### src/charger_defs.svh
// Register offsets, field positions, reset values and timing counts of the charger control block
`ifndef CHARGER_DEFS_SVH
`define CHARGER_DEFS_SVH

// ==========================================================================
// Register offsets on the serial register port
`define OFS_CONTROL_FIRST   8'h01
`define OFS_INTERRUPT       8'h02
`define OFS_ENABLE_CONTROL  8'h03
`define OFS_OUTPUT_CONFIG   8'h04

// ==========================================================================
// First control register fields
`define BIT_INT_POLARITY    7
`define BIT_GLOBAL_INT_EN   6
`define BIT_USB_SWITCH      5
`define BIT_CHARGE_PUMP     4
`define BIT_LOW_POWER       3
`define BIT_SOURCE_TIME     2
`define BIT_MANUAL_DETECT   1
`define BIT_DETECT_ENABLE   0
`define RST_CONTROL_FIRST   8'h09

// ==========================================================================
// Interrupt register fields
`define POS_TYPE_HI         7
`define POS_TYPE_LO         5
`define BIT_BUS_COMPARATOR  4
`define BIT_CONTACT_TIMEOUT 2
`define BIT_DETECT_RUNNING  1

// ==========================================================================
// Enable-output control register fields
`define BIT_CONTACT_DET_EN  7
`define BIT_SUSPEND_SELECT  4
`define BIT_OUTPUT_FORCE    3
`define RST_ENABLE_CONTROL  8'h80

// ==========================================================================
// Output and regulator configuration register fields
`define BIT_PORT_METHOD     4
`define BIT_COMPLIANCE      3
`define BIT_REG_OUT_ENABLE  2
`define BIT_REG_OUT_TIMING  1
`define BIT_TIMEOUT_EXIT    0
`define RST_OUTPUT_CONFIG   8'h0B

// ==========================================================================
// Charger type codes
`define TYPE_NOTHING        3'h0
`define TYPE_USB_CABLE      3'h1
`define TYPE_CHARGING_PORT  3'h2
`define TYPE_DEDICATED      3'h3
`define TYPE_SPECIAL_SMALL  3'h4
`define TYPE_SPECIAL_LARGE  3'h5
`define TYPE_RESERVED       3'h6
`define TYPE_ALL_ON         3'h7

// ==========================================================================
// Timing
`define SYS_CLK_MHZ         20
`define DEBOUNCE_TIME_US    30000
`define DEBOUNCE_CYCLES     (`DEBOUNCE_TIME_US * `SYS_CLK_MHZ)

`endif

### src/charger_pkg.sv
// Types shared by the charger control block
package charger_pkg;

  // ==========================================================================
  // Detection sequencing states
  typedef enum logic [0:0] {
    DET_IDLE,
    DET_RUN
  } det_state_t;

endpackage : charger_pkg

### src/level_debounce.sv
// Per-bit stability filter: a level passes only after holding for CYCLES clocks
`timescale 1ns/10ps
module level_debounce #(
  parameter int WIDTH  = 1,
  parameter int CYCLES = 600000
) (
  // Clock and reset
  input  wire logic             sys_clk,
  input  wire logic             rst_n,
  // Levels
  input  wire logic [WIDTH-1:0] level_in,
  output logic      [WIDTH-1:0] level_out
);

  localparam int CW = $clog2(CYCLES + 1);
  localparam logic [CW-1:0] LAST = CW'(CYCLES - 1);

  // ==========================================================================
  // One counter per bit; any return to agreement with the output restarts the hold interval
  genvar i;
  generate
    for (i = 0; i < WIDTH; i++) begin : g_bit
      logic [CW-1:0] cnt_q;
      logic [CW-1:0] cnt_d;
      logic          out_q;
      wire           differs = level_in[i] != out_q;
      wire           expired = cnt_q == LAST;

      assign cnt_d = !differs ? '0 : (expired ? '0 : cnt_q + CW'(1));

      // Hold counter and filtered level
      always_ff @(posedge sys_clk or negedge rst_n) begin
        if (!rst_n) begin
          cnt_q <= '0;
          out_q <= 1'b0;
        end else begin
          cnt_q <= cnt_d;
          if (differs && expired) out_q <= level_in[i];
        end
      end

      assign level_out[i] = out_q;
    end
  endgenerate

endmodule : level_debounce

### src/charger_detect_enable_control.sv
// Charger-enable outputs, regulator timing, interrupts and detection start control
`timescale 1ns/10ps
`include "charger_defs.svh"

// Summary of operation
// - Suspend-select bit 4 picks disabled pattern: first high only, or all three high.
// - Force bit 3 makes enable outputs follow the host field, not detection.
// - Output field holds third, second, first; detection loads it unless forced.
// - Third control bit 4 selects normal or resistive downstream-port detection.
// - Compliance bit 3 changes the enable pattern for a plain USB cable.
// - Regulated-output enable bit 2 keeps the output off when clear.
// - Timing bit 1: output on at detection end, or at valid bus voltage.
// - Timeout-exit bit 0 ends detection once the contact timeout flag rises.
// - Interrupt on comparator change, dead-battery rise, or contact-timeout rise.
// - Global enable clear masks the interrupt pin but keeps pending events.
// - Only a read of the interrupt register clears pending events.
// - Bus insertion or removal must hold 30 ms before it interrupts.
// - Low-power mode stops oscillator only without bus, switch or pump.
// - Analog switches go high impedance only while low-power mode has the oscillator stopped.
// - Detection starts on valid bus voltage when detect enable bit 0 is set, or on manual request.
// - Data switches open during detection, then return to prior state.
// - External enable high, or type 000 or 110, gives disabled pattern.
// - Type 001 gives 100 when not compliant, else disabled pattern.
// - Enable low: types 010, 011, 101 give 010; 100 gives 100; 111 gives 000.
// - Interrupt register bits 7 to 5 report the detected cable type.
// - Manual request bit clears itself when the detection completes.
module charger_detect_enable_control
  import charger_pkg::*;
#(
  parameter int DEBOUNCE_CYCLES = `DEBOUNCE_CYCLES
) (
  // Clock and reset
  input  wire logic       sys_clk,
  input  wire logic       nrst,
  // Register port from the serial front end
  input  wire logic [7:0] reg_addr,
  input  wire logic [7:0] reg_wdata,
  input  wire logic       reg_wr,
  input  wire logic       reg_rd,
  output logic      [7:0] reg_rdata,
  // Pins from outside the clock domain
  input  wire logic       bus_voltage_comparator,
  input  wire logic       ext_enable,
  // Detection sequencer
  input  wire logic       det_done,
  input  wire logic [2:0] det_result,
  input  wire logic       dead_battery_charge_flag,
  input  wire logic       contact_detect_timeout_flag,
  output logic            det_start,
  output logic            det_abort,
  output logic            det_running,
  output logic            downstream_port_detect_method,
  output logic            source_time_long,
  output logic            contact_detect_enable,
  // Charger enable outputs
  output logic            enable_out_third,
  output logic            enable_out_second,
  output logic            enable_out_first,
  // Regulator, switches, power
  output logic            regulated_output,
  output logic            usb_switch_closed,
  output logic            analog_switch_hiz,
  output logic            charge_pump_enable,
  output logic            oscillator_stop,
  // Interrupt pin
  output logic            interrupt_out
);

  // ==========================================================================
  // Reset release through two flip-flops
  logic [1:0] rst_sync_q;
  always_ff @(posedge sys_clk or negedge nrst) begin
    if (!nrst) rst_sync_q <= 2'b00;
    else       rst_sync_q <= {rst_sync_q[0], 1'b1};
  end
  wire rst_n = rst_sync_q[1];

  // ==========================================================================
  // Pin synchronisers: three stages, change accepted when stages two and three agree
  wire  [1:0] pin_raw = {ext_enable, bus_voltage_comparator};
  logic [1:0] pin_flt;
  genvar g;
  generate
    for (g = 0; g < 2; g++) begin : g_pin
      logic [2:0] sync_q;
      logic       flt_q;
      always_ff @(posedge sys_clk or negedge rst_n) begin
        if (!rst_n) begin
          sync_q <= 3'b000;
          flt_q  <= 1'b0;
        end else begin
          sync_q <= {sync_q[1:0], pin_raw[g]};
          if (sync_q[1] == sync_q[2]) flt_q <= sync_q[2];
        end
      end
      assign pin_flt[g] = flt_q;
    end
  endgenerate
  wire ext_enable_s = pin_flt[1];

  // Bus presence must hold for the debounce interval before it counts
  logic bus_valid;
  level_debounce #(
    .WIDTH  (1),
    .CYCLES (DEBOUNCE_CYCLES)
  ) u_bus_debounce (
    .sys_clk   (sys_clk),
    .rst_n     (rst_n),
    .level_in  (pin_flt[0]),
    .level_out (bus_valid)
  );

  // ==========================================================================
  // Register storage
  logic [7:0] ctrl1_q, ctrl2_q, ctrl3_q;
  logic [2:0] type_q;
  logic [2:0] pend_q, pend_d;
  logic       bus_prev_q, dead_prev_q, tmo_prev_q;
  logic       switch_save_q, complete_q;
  logic [7:0] rdata_q;
  det_state_t state_q;

  // Decoded accesses
  wire wr_ctrl1 = reg_wr && (reg_addr == `OFS_CONTROL_FIRST);
  wire wr_ctrl2 = reg_wr && (reg_addr == `OFS_ENABLE_CONTROL);
  wire wr_ctrl3 = reg_wr && (reg_addr == `OFS_OUTPUT_CONFIG);
  wire rd_int   = reg_rd && (reg_addr == `OFS_INTERRUPT);

  // Named control fields
  wire int_polarity  = ctrl1_q[`BIT_INT_POLARITY];
  wire global_int_en = ctrl1_q[`BIT_GLOBAL_INT_EN];
  wire usb_switch_control   = ctrl1_q[`BIT_USB_SWITCH];
  wire low_power_select     = ctrl1_q[`BIT_LOW_POWER];
  wire manual_detection_request = ctrl1_q[`BIT_MANUAL_DETECT];
  wire charger_detect_enable    = ctrl1_q[`BIT_DETECT_ENABLE];
  wire suspend_select       = ctrl2_q[`BIT_SUSPEND_SELECT];
  wire enable_output_force  = ctrl2_q[`BIT_OUTPUT_FORCE];
  wire compliance_select    = ctrl3_q[`BIT_COMPLIANCE];
  wire regulated_output_enable        = ctrl3_q[`BIT_REG_OUT_ENABLE];
  wire regulated_output_assert_timing = ctrl3_q[`BIT_REG_OUT_TIMING];
  wire contact_timeout_exit = ctrl3_q[`BIT_TIMEOUT_EXIT];

  // ==========================================================================
  // Charger-enable pattern from detection result
  wire [2:0] off_pattern = suspend_select ? 3'b001 : 3'b111;

  function automatic logic [2:0] map_type(input logic [2:0] t, input logic en,
                                          input logic cpl, input logic [2:0] off);
    logic [2:0] r;
    r = off;
    if (!en) begin
      unique case (t)
        `TYPE_NOTHING, `TYPE_RESERVED: r = off;
        `TYPE_USB_CABLE:     r = cpl ? off : 3'b100;
        `TYPE_CHARGING_PORT, `TYPE_DEDICATED,
        `TYPE_SPECIAL_LARGE: r = 3'b010;
        `TYPE_SPECIAL_SMALL: r = 3'b100;
        `TYPE_ALL_ON:        r = 3'b000;
      endcase
    end
    return r;
  endfunction

  wire [2:0] fsm_pattern = map_type(type_q, ext_enable_s, compliance_select,
                                    off_pattern);

  // ==========================================================================
  // Detection sequencing
  wire bus_rise   = bus_valid && !bus_prev_q;
  wire tmo_rise   = contact_detect_timeout_flag && !tmo_prev_q;
  wire want_start = (bus_rise && charger_detect_enable) || manual_detection_request;
  wire start_now  = (state_q == DET_IDLE) && want_start;
  wire exit_now   = (state_q == DET_RUN) && contact_timeout_exit && tmo_rise;
  wire done_now   = (state_q == DET_RUN) && det_done;
  wire finish     = exit_now || done_now;

  always_ff @(posedge sys_clk or negedge rst_n) begin
    if (!rst_n) begin
      state_q       <= DET_IDLE;
      switch_save_q <= 1'b0;
    end else begin
      unique case (state_q)
        DET_IDLE: begin
          if (start_now) begin
            state_q       <= DET_RUN;
            switch_save_q <= usb_switch_control;
          end
        end
        DET_RUN: begin
          if (finish) state_q <= DET_IDLE;
        end
      endcase
    end
  end

  // Result capture and completion flag for the regulator timing
  always_ff @(posedge sys_clk or negedge rst_n) begin
    if (!rst_n) begin
      type_q     <= `TYPE_NOTHING;
      complete_q <= 1'b0;
    end else begin
      if (done_now) type_q <= det_result;
      else if (!bus_valid && !manual_detection_request && state_q == DET_IDLE)
        type_q <= `TYPE_NOTHING;
      if (finish) complete_q <= 1'b1;
      else if (start_now || !bus_valid) complete_q <= 1'b0;
    end
  end

  // ==========================================================================
  // Control registers
  always_ff @(posedge sys_clk or negedge rst_n) begin
    if (!rst_n) begin
      ctrl1_q <= `RST_CONTROL_FIRST;
    end else if (wr_ctrl1) begin
      ctrl1_q <= reg_wdata;                                    // host set wins over self-clear
    end else begin
      if (finish) ctrl1_q[`BIT_MANUAL_DETECT] <= 1'b0;
      if (finish) ctrl1_q[`BIT_USB_SWITCH] <= switch_save_q;
    end
  end

  always_ff @(posedge sys_clk or negedge rst_n) begin
    if (!rst_n) begin
      ctrl2_q <= `RST_ENABLE_CONTROL;
    end else begin
      if (wr_ctrl2) ctrl2_q[7:3] <= reg_wdata[7:3];
      if (wr_ctrl2 && reg_wdata[`BIT_OUTPUT_FORCE])
        ctrl2_q[2:0] <= reg_wdata[2:0];
      else if (!enable_output_force && !(wr_ctrl2 && reg_wdata[`BIT_OUTPUT_FORCE]))
        ctrl2_q[2:0] <= fsm_pattern;
    end
  end

  always_ff @(posedge sys_clk or negedge rst_n) begin
    if (!rst_n) ctrl3_q <= `RST_OUTPUT_CONFIG;
    else if (wr_ctrl3) ctrl3_q <= reg_wdata;
  end

  // ==========================================================================
  // Pending interrupt events; a new event wins over a clearing read
  wire [2:0] events = {tmo_rise,
                       dead_battery_charge_flag && !dead_prev_q,
                       bus_valid != bus_prev_q};
  assign pend_d = (rd_int ? 3'b000 : pend_q) | events;

  always_ff @(posedge sys_clk or negedge rst_n) begin
    if (!rst_n) begin
      pend_q      <= 3'b000;
      bus_prev_q  <= 1'b0;
      dead_prev_q <= 1'b0;
      tmo_prev_q  <= 1'b0;
    end else begin
      pend_q      <= pend_d;
      bus_prev_q  <= bus_valid;
      dead_prev_q <= dead_battery_charge_flag;
      tmo_prev_q  <= contact_detect_timeout_flag;
    end
  end

  wire int_active = global_int_en && (|pend_q);

  // ==========================================================================
  // Register read data
  wire [7:0] int_view = {type_q, bus_valid, 1'b0, contact_detect_timeout_flag,
                         state_q == DET_RUN, 1'b0};
  wire [7:0] rd_mux = (reg_addr == `OFS_CONTROL_FIRST)  ? ctrl1_q :
                      (reg_addr == `OFS_INTERRUPT)      ? int_view :
                      (reg_addr == `OFS_ENABLE_CONTROL) ? ctrl2_q :
                      (reg_addr == `OFS_OUTPUT_CONFIG)  ? ctrl3_q : 8'h00;

  always_ff @(posedge sys_clk or negedge rst_n) begin
    if (!rst_n)      rdata_q <= 8'h00;
    else if (reg_rd) rdata_q <= rd_mux;
  end

  // ==========================================================================
  // Power gating and switch control
  wire osc_off = low_power_select && !bus_valid && !usb_switch_control
                 && !ctrl1_q[`BIT_CHARGE_PUMP];
  wire reg_on  = regulated_output_enable &&
                 (regulated_output_assert_timing ? bus_valid : complete_q);

  // ==========================================================================
  // Outputs
  assign reg_rdata          = rdata_q;
  assign det_start          = start_now;
  assign det_abort          = exit_now;
  assign det_running        = state_q == DET_RUN;
  assign downstream_port_detect_method = ctrl3_q[`BIT_PORT_METHOD];
  assign source_time_long   = ctrl1_q[`BIT_SOURCE_TIME];
  assign contact_detect_enable = ctrl2_q[`BIT_CONTACT_DET_EN];
  assign enable_out_third   = ctrl2_q[2];
  assign enable_out_second  = ctrl2_q[1];
  assign enable_out_first   = ctrl2_q[0];
  assign regulated_output   = reg_on;
  assign usb_switch_closed  = usb_switch_control && (state_q == DET_IDLE)
                              && !osc_off;
  assign analog_switch_hiz  = osc_off;
  assign charge_pump_enable = ctrl1_q[`BIT_CHARGE_PUMP];
  assign oscillator_stop    = osc_off;
  assign interrupt_out      = int_polarity ? int_active : !int_active;

endmodule : charger_detect_enable_control

### config.mk
export PLATFORM = sky130hd
export DESIGN_NAME = charger_detect_enable_control
export DESIGN_NICKNAME = d
export VERILOG_FILES = /design/src/charger_pkg.sv /design/src/level_debounce.sv /design/src/charger_detect_enable_control.sv
export VERILOG_INCLUDE_DIRS = /design/src
export SDC_FILE = /design/constraint.sdc
export NUM_CORES = 1
export LEC_CHECK = 0
export BUFFER_PORTS_ARGS = -buffer_cell sky130_fd_sc_hd__clkbuf_2
export CAP_MARGIN = 20
export CORE_ASPECT_RATIO = 1.5
export CORE_MARGIN = 2
export CORE_UTILIZATION = 51
export CTS_CLUSTER_DIAMETER = 40
export DETAILED_ROUTE_END_ITERATION = 10
export PLACE_DENSITY = 0.77
export SLEW_MARGIN = 40
export SYNTH_ARGS = -nofsm -noshare
export SYNTH_HDL_FRONTEND = slang
export SYNTH_SLANG_ARGS = --single-unit
### constraint.sdc
create_clock -name sys_clk -period 2.1 [get_ports sys_clk]
set_input_delay 0.21 -clock sys_clk [delete_from_list [all_inputs] [get_ports sys_clk]]
set_output_delay 0.21 -clock sys_clk [all_outputs]
set_load 0.01 [all_outputs]
==> qor.yml <==
synthesis:
  synth-main-ff-cell: "dfrtp_1"
  syn-cell-area_um2: 3490
  synth_xor_area_frac: 0.0426
  synth-edff-count: 0
  yosys.area.top_type: "dfrtp_1"
  async_reset_ff_frac: 1.00
  synth_compound_area_frac: 0.148
  yosys-top-cells-area: "dfrtp_1 49%, mux2_2 6.4%, dfstp_2 4.5%"
  synth_cell_type_count: 53
  synth_simple_gate_area_frac: 0.153
  synth_seq_cells: 75
  synth-adder-area-share: 0.0129
  synth_top_family_by_area: "simple AND/OR/NAND/NOR gates"
  yosysSeqAreaShare: 0.540
  syn-num-nets: 344
  synthDominantCellAreaShare: 0.494
  muxShareOfSynthArea: 0.0702
  postSynthCellCount: 314
  synth_warnings: 0
  syn_avg_cell_area_um2: 11.1
critical_path:
  slowest_stage: "or4_4"
  critPathKind: "flop to flop"
  critPathMaxStageDelay_ns: 0.57
  path_cells: "or4b_1 > or4_4 > nor2_1 > mux2_2"
  end_kind: "flop"
  cp.arrival_ns: 2.25
  worstSetupStartpointType: "flop"
  cp.required_ns: 2.33
  crit_fanout: 3
sta:
  fin_skew_ns: 0.0166
  slew_viol_final: 0
  max_slew_margin: 0.583
  rsz0062_at_grt: "no"
  worst_slew_pin_slew_ns: 0.620
  whs_ns: 0.0480
  final_hold_viol_count: 0
  max_freq_mhz: 494
  finalCritPeriodShare: 0.964
  setup_viol: 0
  fin_tns_setup_ns: 0
  period_needed_ns: 2.03
clock_tree:
  clock_latency_ns: 0.35
  cts_resized: 0
  cts_sinks: 75
  cts_tree: "built"
  root_buffer: "clkbuf_8"
  cts_setup_buffers: 0
  htree_levels: 3
  postCtsHoldBufs: 4
  cts.clk_slew.worst_paths_ns: 0.09
  clk_path_buf_depth: 2
  cts_buffers: 9
global_routing:
  grt_pass1_vias: 2758
  grt-ovfl-total: 0
  grt_max_degree: 56
  gr-usage-all-layers: 0.232
  grt_pass1_wl_mm: 13.7
  antenna_found_initial: 0
run:
  maxCapViolations: 0
floorplan:
  rows: 36
  ios: 51
  fp.dieH_um: 105
  core_area_um2: 6580
  dieWidth_um: 71.6
  dieArea_um2: 7540
  initial_core_util: 0.531
placed_design:
  dpl.hpwl_mm: 5.98
  post-place-cells: 439
  port_buffers: 50
  place_congestion: 0.940
drt:
  drtIter0Drc: 259
  routed_wl_mm: 8.26
  drt-met1-wl_mm: 3.21
  wl_met3_um: 431
  top_layer_used: "met4"
  met2WireLength_mm: 4.33
  drt_pass1_iterations: 6
  vias_per_cell: 6.04
  routedWlPerCell_um: 18.0
  ant_nets: 0
  vias: 2771
  drc_errors: 0
finish:
  layout_common_cells: "68 x dfrtp_1, 50 x clkbuf_2, 27 x nor2_1"
  drive_gt1_frac: 0.290
  syn_to_final_growth_pct: 18.9
  layoutNonFillerInstCount: 459
  antenna-diode-count: 0
  final_nets: 408
  final_common_cell: "dfrtp_1"
power_and_ir_drop:
  combPwrFrac: 0.112
  seqPwrFrac: 0.508
  p_int_w: 0.00236
  powerDensity_nw_per_um2: 766
  swShare: 0.257
  p_sw_w: 0.000817
  pwr-share-clk: 0.380
  ir_worst_vdd_uv: 542
  p_leak_nw: 1.85
  power_w: 0.00318
outcome:
  status: "completed"
min_path:
  hold_path_class: "primary input to flop"
[power by group through the flow]
stage / clock, W / sequential [W] / combinational [W]
CTS: 0.00123 / 0.00161 / 0.000361
detailed placement: 0 / 0.00164 / 0.000353
finish: 0.00121 / 0.00162 / 0.000357
floorplan: 0 / 0.00163 / 0.000209
global route: 0.00130 / 0.00163 / 0.000397
global placement: 0 / 0.00164 / 0.000346
[flip-flops by register name, summed over array words and instances (netlist names), 2 cells and up]
| name | count |
|---|---|
| u_bus_debounce.g_bit.cnt_q | 20 |
| rst_sync_q | 2 |
| reg_rdata | 8 |
| g_pin.sync_q | 6 |
| ctrl1_q | 8 |
| pend_q | 3 |
| ctrl3_q | 8 |
| type_q | 3 |
| ctrl2_q | 8 |
[Yosys cell counts, types with 8 or more instances]
library cell  instances
nand3_1               8
dfrtp_1              69
xnor2_1              12
nand4_1               8
nor2_1               27
mux2_2               20
o2bb2ai_1             8
a22oi_1               8
o21ai_0              16
clkbuf_1             10
inv_1                12
nand2_1              10
a21oi_1              10
[worst paths after layout]
kind | start | to | slack (ns) | depth (start not counted)
hold / removal | contact_detect_timeout_flag | tmo_prev_q$_DFF_PN0_ | 0.05 | 1
setup reg to reg | u_bus_debounce.g_bit[0].cnt_q[18]$_DFF_PN0_ | u_bus_debounce.level_out$_DFFE_PN0P_ | 0.07 | 4
min in group asynchronous | nrst | rst_sync_q[1]$_DFF_PN0_ | 0.16 | 2
max in group asynchronous | rst_sync_q[1]$_DFF_PN0_ | ctrl2_q[7]$_DFFE_PN1P_ | 1.19 | 1
hold reg to reg | rst_sync_q[1]$_DFF_PN0_ | switch_save_q$_DFFE_PN0P_ | 0.22 | 0
setup / recovery | u_bus_debounce.g_bit[0].cnt_q[18]$_DFF_PN0_ | u_bus_debounce.level_out$_DFFE_PN0P_ | 0.07 | 4
[logic make-up (layout without fill, tap and decap cells)]
group                    Yosys count  after routing
flip-flops                        75             75
buffers and inverters             27             96
adder cells (fa/ha/maj)            4              4
multiplexers                      22             22
AND/OR/NAND/NOR                   96             96
other                              1              1
AO/OA/AOI/OAI                     72             72
XOR/XNOR                          17             17
[area by class of cell]
class	count	area, um2
clock buffers	10	128
clock inverters	6	90.1
fillers	536	2420
inverters	13	48.8
multi-input cells	212	1490
flip-flops and latches	75	1890
well taps	76	95.1
repair buffers	67	413
[through the flow]
| step | util | setup slack (ns) | cell area, um2 |
|---|---|---|---|
| CTS | 0.631 | 0.0708 | 4150 |
| global placement | 0.592 | 0.107 | 3890 |
| floorplan | - | 0.0758 | 3490 |
| detailed placement | 0.592 | 0.0770 | 3890 |
| finish | 0.631 | 0.0749 | 4150 |
| global route | 0.631 | 0.00149 | 4150 |
[routing by layer]
metal / up-vias / GRT usage
met2: 114 / 0.393
li1: 1277 / -
met5: - / 0
met1: 1352 / 0.280
met3: 28 / 0.0516
met4: 0 / 0.102
[worst max-delay path, delay by kind of cell (launching register included)]
| kind | cells | cell delay, ns |
|---|---|---|
| AND/OR/NAND/NOR | 3 | 1.19 |
| flip-flops | 1 | 0.39 |
| multiplexers | 1 | 0.34 |
Power figures use the tool's default switching activity.
